`src/hw/vdram_defines.svh`:
```
`ifndef VDRAM_DEFINES_SVH
`define VDRAM_DEFINES_SVH

// ********************************************************
// Geometry
// ********************************************************
`define ROW_W          9
`define COL_W          8
`define DQ_W           8
`define ROW_COUNT      10'h200

// ********************************************************
// Timing, 50 MHz clock (20 ns)
// ********************************************************
`define CLK_PERIOD_NS  20
`define REFRESH_MS     8
// Whole refresh period in cycles, rounded down
`define REFRESH_PERIOD_CYC ((`REFRESH_MS * 1000000) / `CLK_PERIOD_NS)
// One refresh slot: period divided by the row count, rounded down
`define REFRESH_SLOT_CYC   (`REFRESH_PERIOD_CYC / 512)
// Last phase count value; each strobe phase lasts PH_CYC + 1 cycles
`define PH_CYC         3'h2

`endif

```
`src/hw/vdram_pkg.sv`:
```
package vdram_pkg;

  // ********************************************************
  // Command kinds
  // ********************************************************
  typedef enum logic [2:0] {
    OP_READ       = 3'h0,
    OP_WRITE      = 3'h1,
    OP_BLOCK      = 3'h2,
    OP_LOAD_MASK  = 3'h3,
    OP_LOAD_COLOR = 3'h4
  } op_e;

  // Request from the user side
  typedef struct packed {
    op_e        op;
    logic       masked;      // Write-per-bit used
    logic       reload_mask; // New mask given with this write
    logic [7:0] mask;
    logic [8:0] row;
    logic [7:0] col;
    logic [7:0] data;        // Data, colour, mask or column select
  } req_s;

  // Pins towards the memory
  typedef struct packed {
    logic       row_strobe_n;
    logic       col_strobe_n;
    logic       store_enable_n;
    logic       transfer_output_gate_n;
    logic       shift_port_gate_n;
    logic       special_function_select;
    logic [8:0] multiplexed_addr_lines;
  } pins_s;

endpackage

```
`src/hw/refresh_timer.sv`:
```
`timescale 1ns/10ps
`include "vdram_defines.svh"

// ********************************************************
// Refresh slot timer and owed refresh tally
// ********************************************************
module refresh_timer #(
  parameter int SLOT_CYC = `REFRESH_SLOT_CYC
) (
  input  wire logic clk,    // System clock
  input  wire logic rst,    // Synchronous reset
  input  wire logic served, // One refresh cycle done
  output logic      due     // A refresh is owed
);

  logic [31:0] cnt_r;
  logic [3:0]  owed_r;

  // Slot counter
  always_ff @(posedge clk) begin
    if (rst || cnt_r == 32'(SLOT_CYC - 1)) begin
      cnt_r <= 32'h0;
    end else begin
      cnt_r <= cnt_r + 32'h1;
    end
  end

  // Owed refreshes, saturating at 15; a tick and a service in one cycle cancel
  always_ff @(posedge clk) begin
    if (rst) begin
      owed_r <= 4'h0;
    end else if (cnt_r == 32'(SLOT_CYC - 1) && !served) begin
      owed_r <= (owed_r == 4'hF) ? owed_r : owed_r + 4'h1;
    end else if (cnt_r != 32'(SLOT_CYC - 1) && served && owed_r != 4'h0) begin
      owed_r <= owed_r - 4'h1;
    end
  end

  assign due = (owed_r != 4'h0);

endmodule // refresh_timer

```
`src/hw/vdram_host.sv`:
```
`timescale 1ns/10ps
`include "vdram_defines.svh"

// Operation
// - Drive the nine-bit row address before the row strobe falls.
// - Drive the eight-bit column address before the column strobe falls.
// - Colour load is a write with select high at both strobe falls.
// - Refresh every row at least once per eight milliseconds.
// - Row-only refresh steps 512 rows with column strobe high; the host uses CBR refresh with column strobe low instead.
// - Keep the transfer gate high at row strobe fall for random access.

module vdram_host #(
  parameter int REFRESH_SLOT = `REFRESH_SLOT_CYC
) (
  input  wire logic              clk,        // System clock
  input  wire logic              rst,        // Synchronous reset
  input  wire vdram_pkg::req_s   req,        // Request fields
  input  wire logic              req_valid,  // Request offered
  output logic                   req_ready,  // Request taken
  output logic [7:0]             rd_data,    // Read data
  output logic                   rd_valid,   // Read data pulse
  output vdram_pkg::pins_s       pins,       // Strobes and address
  output logic [7:0]             dq_out,     // Data pin drive value
  output logic                   dq_oe,      // Data pin drive enable
  input  wire logic [7:0]        dq_in       // Data pin level
);

  typedef enum logic [5:0] {
    ST_IDLE = 6'b000001,
    ST_ROW  = 6'b000010,
    ST_RLOW = 6'b000100,
    ST_COL  = 6'b001000,
    ST_CLOW = 6'b010000,
    ST_PRE  = 6'b100000
  } state_e;

  state_e             state_r;
  vdram_pkg::req_s    cur_r;
  logic               cbr_r;       // Current cycle is a refresh
  logic [2:0]         ph_r;
  logic [7:0]         dq_s1_r;
  logic [7:0]         dq_s2_r;
  logic               due;
  logic               served;
  logic               is_write;
  logic               ph_done;

  // ********************************************************
  // Refresh scheduling
  // ********************************************************
  refresh_timer #(
    .SLOT_CYC (REFRESH_SLOT)
  ) u_refresh (
    .clk    (clk),
    .rst    (rst),
    .served (served),
    .due    (due)
  );

  assign served   = (state_r == ST_PRE) && ph_done && cbr_r;
  assign ph_done  = (ph_r == `PH_CYC);
  assign is_write = (cur_r.op != vdram_pkg::OP_READ);
  assign req_ready = (state_r == ST_IDLE) && !due;

  // ********************************************************
  // Data pin synchroniser
  // ********************************************************
  always_ff @(posedge clk) begin
    if (rst) begin
      dq_s1_r <= 8'h00;
      dq_s2_r <= 8'h00;
    end else begin
      dq_s1_r <= dq_in;
      dq_s2_r <= dq_s1_r;
    end
  end

  // Phase counter restarts at every state change
  always_ff @(posedge clk) begin
    if (rst || state_r == ST_IDLE || ph_done) begin
      ph_r <= 3'h0;
    end else begin
      ph_r <= ph_r + 3'h1;
    end
  end

  // ********************************************************
  // Cycle sequencer
  // ********************************************************
  always_ff @(posedge clk) begin
    if (rst) begin
      state_r <= ST_IDLE;
      cbr_r   <= 1'b0;
      cur_r   <= '0;
    end else begin
      unique case (state_r)
        ST_IDLE: begin
          if (due) begin
            cbr_r   <= 1'b1;
            state_r <= ST_COL;
          end else if (req_valid) begin
            cbr_r   <= 1'b0;
            cur_r   <= req;
            state_r <= ST_ROW;
          end
        end
        ST_ROW:  if (ph_done) state_r <= ST_RLOW;   // Row address setup
        ST_RLOW: if (ph_done) state_r <= cbr_r ? ST_PRE : ST_COL;
        ST_COL:  if (ph_done) state_r <= cbr_r ? ST_RLOW : ST_CLOW;
        ST_CLOW: if (ph_done) state_r <= ST_PRE;
        ST_PRE:  if (ph_done) state_r <= ST_IDLE;
      endcase
    end
  end

  // ********************************************************
  // Pin drive
  // ********************************************************
  always_ff @(posedge clk) begin
    if (rst) begin
      pins.row_strobe_n            <= 1'b1;
      pins.col_strobe_n            <= 1'b1;
      pins.store_enable_n          <= 1'b1;
      pins.transfer_output_gate_n  <= 1'b1;
      pins.shift_port_gate_n       <= 1'b1;
      pins.special_function_select <= 1'b0;
      pins.multiplexed_addr_lines  <= 9'h000;
      dq_out                       <= 8'h00;
      dq_oe                        <= 1'b0;
    end else begin
      pins.shift_port_gate_n <= 1'b1;
      unique case (state_r)
        ST_IDLE: begin
          pins.row_strobe_n           <= 1'b1;
          pins.col_strobe_n           <= 1'b1;
          pins.store_enable_n         <= 1'b1;
          pins.transfer_output_gate_n <= 1'b1;
          dq_oe                       <= 1'b0;
        end
        ST_ROW: begin
          pins.multiplexed_addr_lines  <= cur_r.row;
          // Row-fall levels choose the cycle type
          pins.store_enable_n          <= !(is_write && cur_r.masked);
          pins.special_function_select <=
            (cur_r.op == vdram_pkg::OP_LOAD_MASK) ||
            (cur_r.op == vdram_pkg::OP_LOAD_COLOR) ||
            (cur_r.masked && !cur_r.reload_mask);
          pins.transfer_output_gate_n  <= 1'b1;
          dq_out                       <= cur_r.mask;
          dq_oe                        <= is_write && cur_r.masked && cur_r.reload_mask;
          if (ph_done) begin
            pins.row_strobe_n <= 1'b0;
          end
        end
        ST_RLOW: begin
          // Internal row counter stands in for stepping all rows by address
          if (cbr_r) begin
            pins.row_strobe_n <= 1'b0;
          end
          dq_oe <= 1'b0;
        end
        ST_COL: begin
          if (cbr_r) begin
            pins.col_strobe_n <= 1'b0;
          end else begin
            pins.multiplexed_addr_lines <= {1'b0, cur_r.col};
            pins.special_function_select <=
              (cur_r.op == vdram_pkg::OP_BLOCK) ||
              (cur_r.op == vdram_pkg::OP_LOAD_COLOR);
            // Gate low only for reads, else it enables the device outputs
            pins.transfer_output_gate_n <= is_write;
            pins.store_enable_n         <= !is_write;
            dq_out                      <= cur_r.data;
            dq_oe                       <= is_write;
            if (ph_done) begin
              pins.col_strobe_n <= 1'b0;
            end
          end
        end
        ST_CLOW: begin
          pins.col_strobe_n <= 1'b0;
        end
        ST_PRE: begin
          pins.row_strobe_n           <= 1'b1;
          pins.col_strobe_n           <= 1'b1;
          pins.store_enable_n         <= 1'b1;
          pins.transfer_output_gate_n <= 1'b1;
          dq_oe                       <= 1'b0;
        end
      endcase
    end
  end

  // ********************************************************
  // Read capture at the end of the column-low phase
  // ********************************************************
  always_ff @(posedge clk) begin
    if (rst) begin
      rd_data  <= 8'h00;
      rd_valid <= 1'b0;
    end else begin
      rd_valid <= 1'b0;
      if (state_r == ST_CLOW && ph_done && !is_write && !cbr_r) begin
        rd_data  <= dq_s2_r;
        rd_valid <= 1'b1;
      end
    end
  end

endmodule // vdram_host

```
`config.mk`:
```
export PLATFORM = sky130hd
export DESIGN_NAME = vdram_host
export DESIGN_NICKNAME = d
export VERILOG_FILES = /design/src/hw/vdram_pkg.sv /design/src/hw/refresh_timer.sv /design/src/hw/vdram_host.sv
export VERILOG_INCLUDE_DIRS = /design/src /design/src/hw
export SDC_FILE = /design/constraint.sdc
export NUM_CORES = 1
export LEC_CHECK = 0
export BUFFER_PORTS_ARGS = -buffer_cell sky130_fd_sc_hd__buf_2
export CAP_MARGIN = 0
export CORE_UTILIZATION = 51
export DETAILED_ROUTE_END_ITERATION = 7
export PLACE_DENSITY = 0.75
export REMOVE_ABC_BUFFERS = 1
export SLEW_MARGIN = 20
export SYNTH_ARGS = -nofsm -noshare
export SYNTH_HDL_FRONTEND = slang
export SYNTH_SLANG_ARGS = --single-unit
```
`constraint.sdc`:
```
create_clock -name clk -period 2.5 [get_ports clk]
set_input_delay 0.375 -clock clk [delete_from_list [all_inputs] [get_ports clk]]
set_output_delay 0.375 -clock clk [all_outputs]
set_load 0.02 [all_outputs]
```
# == Yosys cells after proc, flatten, opt, wreduce, memory -nomap -nowiden ==
# Index checks and enable logic that the tools add are counted.
# totals
ff_bits,133
word_cells,126
# op_classes
n_addsub,4
eq_ne,23
muxes,29
n_bitwise,1
n_reduce_logical,44
# ops
cell,n
6-bit 2-to-1 mux,8
6-bit one-hot mux with 6 select lines,1
"32-bit by 1-bit adder with 32-bit output, second input constant",1
"32-bit by 10-bit == test with 1-bit output, second input constant",1
"32-bit by 10-bit != test with 1-bit output, second input constant",1
10-bit one-hot mux with 2 select lines,1
"2-bit != test, second input constant",8
8-bit one-hot mux with 2 select lines,1
3-bit nonzero test,5
1-bit logical AND,12
4-bit 2-to-1 mux,3
2-bit AND reduction,6
10-bit 2-to-1 mux,1
"3-bit by 2-bit == test with 1-bit output, second input constant",3
1-bit one-hot mux with 3 select lines,3
8-bit 2-to-1 mux,1
1-bit 2-to-1 mux,7
"6-bit by 1-bit == test with 1-bit output, second input constant",1
"6-bit by 2-bit == test with 1-bit output, second input constant",1
"6-bit by 3-bit == test with 1-bit output, second input constant",1
"6-bit by 4-bit == test with 1-bit output, second input constant",1
"6-bit by 5-bit == test with 1-bit output, second input constant",1
"6-bit == test, second input constant",1
1-bit zero test,6
17 further kinds,26

# == Longest topological paths before layout ==
# depth
word_depth,7
depth_mapped,12
depth_no_buf,12

# == Modules after synthesis ==
# Synthesis repeated with hierarchy kept, for this count alone.
# unflattened
cells_unflattened,691
hier_area_um2,5947.0
# modules_own_cells
module,instances,cells_per_inst,area_each_um2
vdram_host,1,431,3827.4
refresh_timer,1,260,2119.5

# == Worst setup path after synthesis ==
# OpenSTA, ideal clock, no wires.
# synth_path
path_kind,reg2reg
from,reg u_refresh.cnt_r[0]
to,reg u_refresh.owed_r[3]
setup_ns,0.116
arrival_ns,2.539
path_slack_ns,-0.155
stages_incl_launch_ff,13
path_cell_list,dfxtp_1 -> inv_1 -> ha_1 -> nor4b_1 -> nand4_1 -> nor2_1 -> nand2_1 -> ha_1 -> a21o_1 -> a21oi_1 -> or4b_2 -> a21o_1 -> and3b_1
# synth_between
elab_chain_cells,5
# synth_rtl
element,line_no,text
from (decl),refresh_timer.sv:16,logic [31:0] cnt_r;
from (signal assigned),refresh_timer.sv:24,cnt_r <= cnt_r + 32'h1;
32-bit by 10-bit != test with 1-bit output,refresh_timer.sv:34,end else if (cnt_r != 32'(SLOT_CYC - 1) && served && owed_r != 4'h0) begin
1-bit logical AND (2 in a row),refresh_timer.sv:34,
2-bit nonzero test (no line),-,
2-bit AND reduction (no line),-,
to (signal assigned),refresh_timer.sv:33,owed_r <= (owed_r == 4'hF) ? owed_r : owed_r + 4'h1;
to (signal assigned),refresh_timer.sv:35,owed_r <= owed_r - 4'h1;
to (decl),refresh_timer.sv:17,logic [3:0] owed_r;
# Parallel ways exist; a longest one is shown, timed or not.
# A chain may end at the register's enable or synchronous reset.

# == Final worst setup path ==
# layout_path
from,reg u_refresh.cnt_r[1]
to,reg u_refresh.owed_r[3]
# The elaborated chain is that of the path after synthesis.

==> results.py <==
metrics = {
    "die": {
        "rows": 37,
        "coreArea_um2": 10400,
        "ioPinCount": 83,
        "initial_core_util": 0.531,
        "fp.dieH_um": 106,
        "die_x_um": 106,
        "die_area_um2": 11300,
    },
    "critical_path": {
        "ff2ff_path_depth": 12,
        "crit_cells": 12,
        "cp-startpoint": "u_refresh.cnt_r[1]",
        "worstPathRequired_ns": 2.92,
        "rr_startpoint": "u_refresh.cnt_r[1]",
        "path_class": "flip-flop to flip-flop",
        "reg2reg_setup_slack_ns": -0.04,
        "cp_max_fo": 3,
        "crit_family": "simple AND/OR/NAND/NOR gates",
        "reg2reg_to": "u_refresh.owed_r[3]",
        "endpoint_kind": "flip-flop",
        "cp-start-kind": "flip-flop",
        "arrival_ns": 2.96,
        "path_buf_inv": 1,
        "cp_slowest_cell": "or4b_4",
        "path_cells": "inv_2, ha_4, nor4b_4, nand4_1, nor2_2, nand2_2, ha_4, a21o_1, a21oi_2, or4b_4, a21o_1, and3b_1",
        "worstSetupEndpoint": "u_refresh.owed_r[3]",
        "slowest_delay_ns": 0.49,
    },
    "detailed_routing": {
        "drc": 0,
        "dr.pass1.iters": 4,
        "wire_per_inst_um": 14.4,
        "ant_nets": 0,
        "via_per_inst": 5.29,
        "via_count": 4746,
        "wl_um": 12900,
        "drtIter0Drc": 229,
    },
    "synthesis": {
        "ys_async_sr_fraction": 0,
        "synth_commonest_cells": "dfxtp_1 (132), nor2_1 (116), nand2_1 (55)",
        "synth_top_flop_cell": "dfxtp_1",
        "synthCells": 616,
        "yosysMostFrequentCell": "dfxtp_1",
        "synth_edf_count": 0,
        "synth_top_area_share": 0.478,
        "yosysUniqueCellTypes": 51,
        "synth-seq-area-share": 0.478,
        "synthXorXnorAreaFrac": 0.0459,
        "yosys_warnings": 0,
        "synth-adder-area-share": 0.0172,
        "synthMuxAreaShare": 0.0950,
        "synth_top_family_by_area": "simple AND/OR/NAND/NOR gates",
        "avgSynthCellArea_um2": 8.98,
        "yosysTopAreaCell": "dfxtp_1",
        "syn_area_um2": 5530,
        "synthTopCellsByArea": "dfxtp_1 (48%), mux2i_1 (8.7%), nor2_1 (7.9%)",
        "synth_compound_area_frac": 0.0708,
        "synth-simple-area-share": 0.249,
        "ys_ff_latch": 132,
    },
    "placement": {
        "pre_cts_ws_ns": -0.403,
        "gp_congestion": 0.843,
        "numPortBuffers": 81,
        "dp_hpwl_um": 8600,
    },
    "clock_tree": {
        "clockBufferDepth": 2,
        "clkSinkCount": 132,
        "clk-insertion-delay-late_ns": 0.52,
        "cts_buffers": 17,
        "clk_pin_slew_ns": 0.06,
        "cts_max_level": 4,
        "cts_hold_buf": 0,
        "clock_tree.root_cell": "clkbuf_8",
        "cts_tree": "built",
    },
    "sta": {
        "post-route-period-util": 1.02,
        "slew_headroom": 0.572,
        "slew_viol_final": 0,
        "holdWs_ns": 0.0646,
        "worstMarginPinSlew_ns": 0.637,
        "setup_ws_ns": -0.0399,
        "fin_crit_ns": 2.54,
        "finalHoldViolations": 0,
        "max_freq_mhz": 394,
        "final.setup_skew_ns": 0.0117,
        "rsz0062_at_grt": "yes",
        "setup_violations": 1,
    },
    "global_route": {
        "first_global_vias": 4625,
        "grt_antenna_before_repair": 1,
        "grt_start_max_net_pins": 60,
        "grt_usage": 0.241,
        "grt_overflow": 0,
        "grt_pass1_wl_um": 21500,
    },
    "power_and_ir_drop": {
        "peakVddDrop_mv": 0.613,
        "power_leakage_nw": 3.18,
        "powerDensity_nw_per_um2": 727,
    },
    "layout": {
        "area_growth_pct": 29.5,
        "fill_cells": 819,
        "nNetsFinal": 804,
        "drive_gt1_frac": 0.276,
    },
    "run_status": {
        "status": "finished with violations",
        "violations": "negative setup slack",
    },
    "flow_run": {
        "maxCapViolCount": 0,
    },
    "worst_hold_path": {
        "min_path_type": "input pin to flip-flop",
    },
}
-- power by group --
| group | internal (mW) | switching (mW) | leakage (nW) |
|---|---|---|---|
| sequential | 2.21 | 0.0491 | 1.08 |
| clock | 1.50 | 0.916 | 0.279 |
| combinational | 0.239 | 0.306 | 1.82 |
-- what timing repair did --
item,4_1_cts,5_1_grt
pin swaps,13,6
gates resized for setup,20,3
endpoints found under the setup margin,2,5
setup buffers,11,1
-- placed cells by master (no fill, tap or decap), types with 4 or more instances in the layout --
cell / count
nor3_1: 10
clkbuf_8: 4
buf_4: 69
inv_1: 17
a311oi_1: 17
nor4_1: 16
nor2_1: 115
o21ai_0: 11
or4_1: 7
buf_2: 80
mux2i_1: 47
nor2b_1: 21
xor2_1: 11
or3_1: 7
a21oi_1: 9
nand4_1: 8
nand2b_1: 4
nand3_1: 13
dfxtp_1: 129
and3_1: 4
nand2_1: 54
xnor2_1: 18
clkbuf_16: 16
-- cell type report --
class | count | area, um^2 | area share
antenna | 1 | 2.50 | 0.000349
clock buffer | 20 | 455 | 0.0636
clock inverter | 11 | 128 | 0.0178
inverter | 20 | 75.1 | 0.0105
multi-input combinational | 427 | 2750 | 0.384
sequential | 132 | 2650 | 0.369
tap | 136 | 170 | 0.0237
timing repair buffer | 150 | 938 | 0.131
-- stage by stage --
step,area (um^2),cells,power [mW],utilization,setup TNS [ns]
6_report,7170,897,5.21,0.688,-0.0399
5_1_grt,7160,896,5.41,0.688,-0.191
3_5_place_dp,6410,856,2.82,0.616,-0.403
2_1_floorplan,5360,579,2.62,-,-15.04
3_3_place_gp,6410,856,2.80,0.616,-0.216
4_1_cts,7170,898,5.23,0.688,-0.0361
-- cell families after synthesis --
| family | count (synthesis) |
|---|---|
| flops | 132 |
| buf+inv | 57 |
| mux | 52 |
| simple gates | 283 |
| xor+xnor | 29 |
| other cells | 1 |
| compound gates | 55 |
| fa+ha+maj | 7 |
-- worst min-delay path by stage --
stage	from	endpoint	depth (start not counted)
6_report	dq_in[7]	dq_s1_r[7]	2
5_1_grt	dq_in[1]	dq_s1_r[1]	2
4_1_cts	dq_in[7]	dq_s1_r[7]	2
3_5_place_dp	dq_s1_r[0]	dq_s2_r[0]	1
3_3_place_gp	dq_s1_r[5]	dq_s2_r[5]	1
2_1_floorplan	dq_s1_r[0]	dq_s2_r[0]	1
-- registers in the layout, indices dropped and copies added, names as in the netlist, 3 cells and up --
register and flops:
dq_out 8, u_refresh.cnt_r 32, dq_s1_r 8, state_r 6
rd_data 8, dq_s2_r 8, ph_r 3, pins 14
cur_r 38, u_refresh.owed_r 4
-- layer usage --
layer | GRT usage | vias to the layer above | wire, um
li1 | - | 2366 | -
met1 | 0.267 | 2253 | 5430
met2 | 0.436 | 107 | 6530
met3 | 0.0693 | 20 | 670
met4 | 0.0863 | 0 | 252
met5 | 0 | - | 0
-- worst reg2reg max path, delay by kind of cell (launching register included) --
kind	cells	cell delay, ns
flops	1	0.33
fa+ha+maj	2	0.38
simple gates	6	1.34
compound gates	3	0.33
buf+inv	1	0.06
Note: power is estimated with default switching activity, not from simulation.
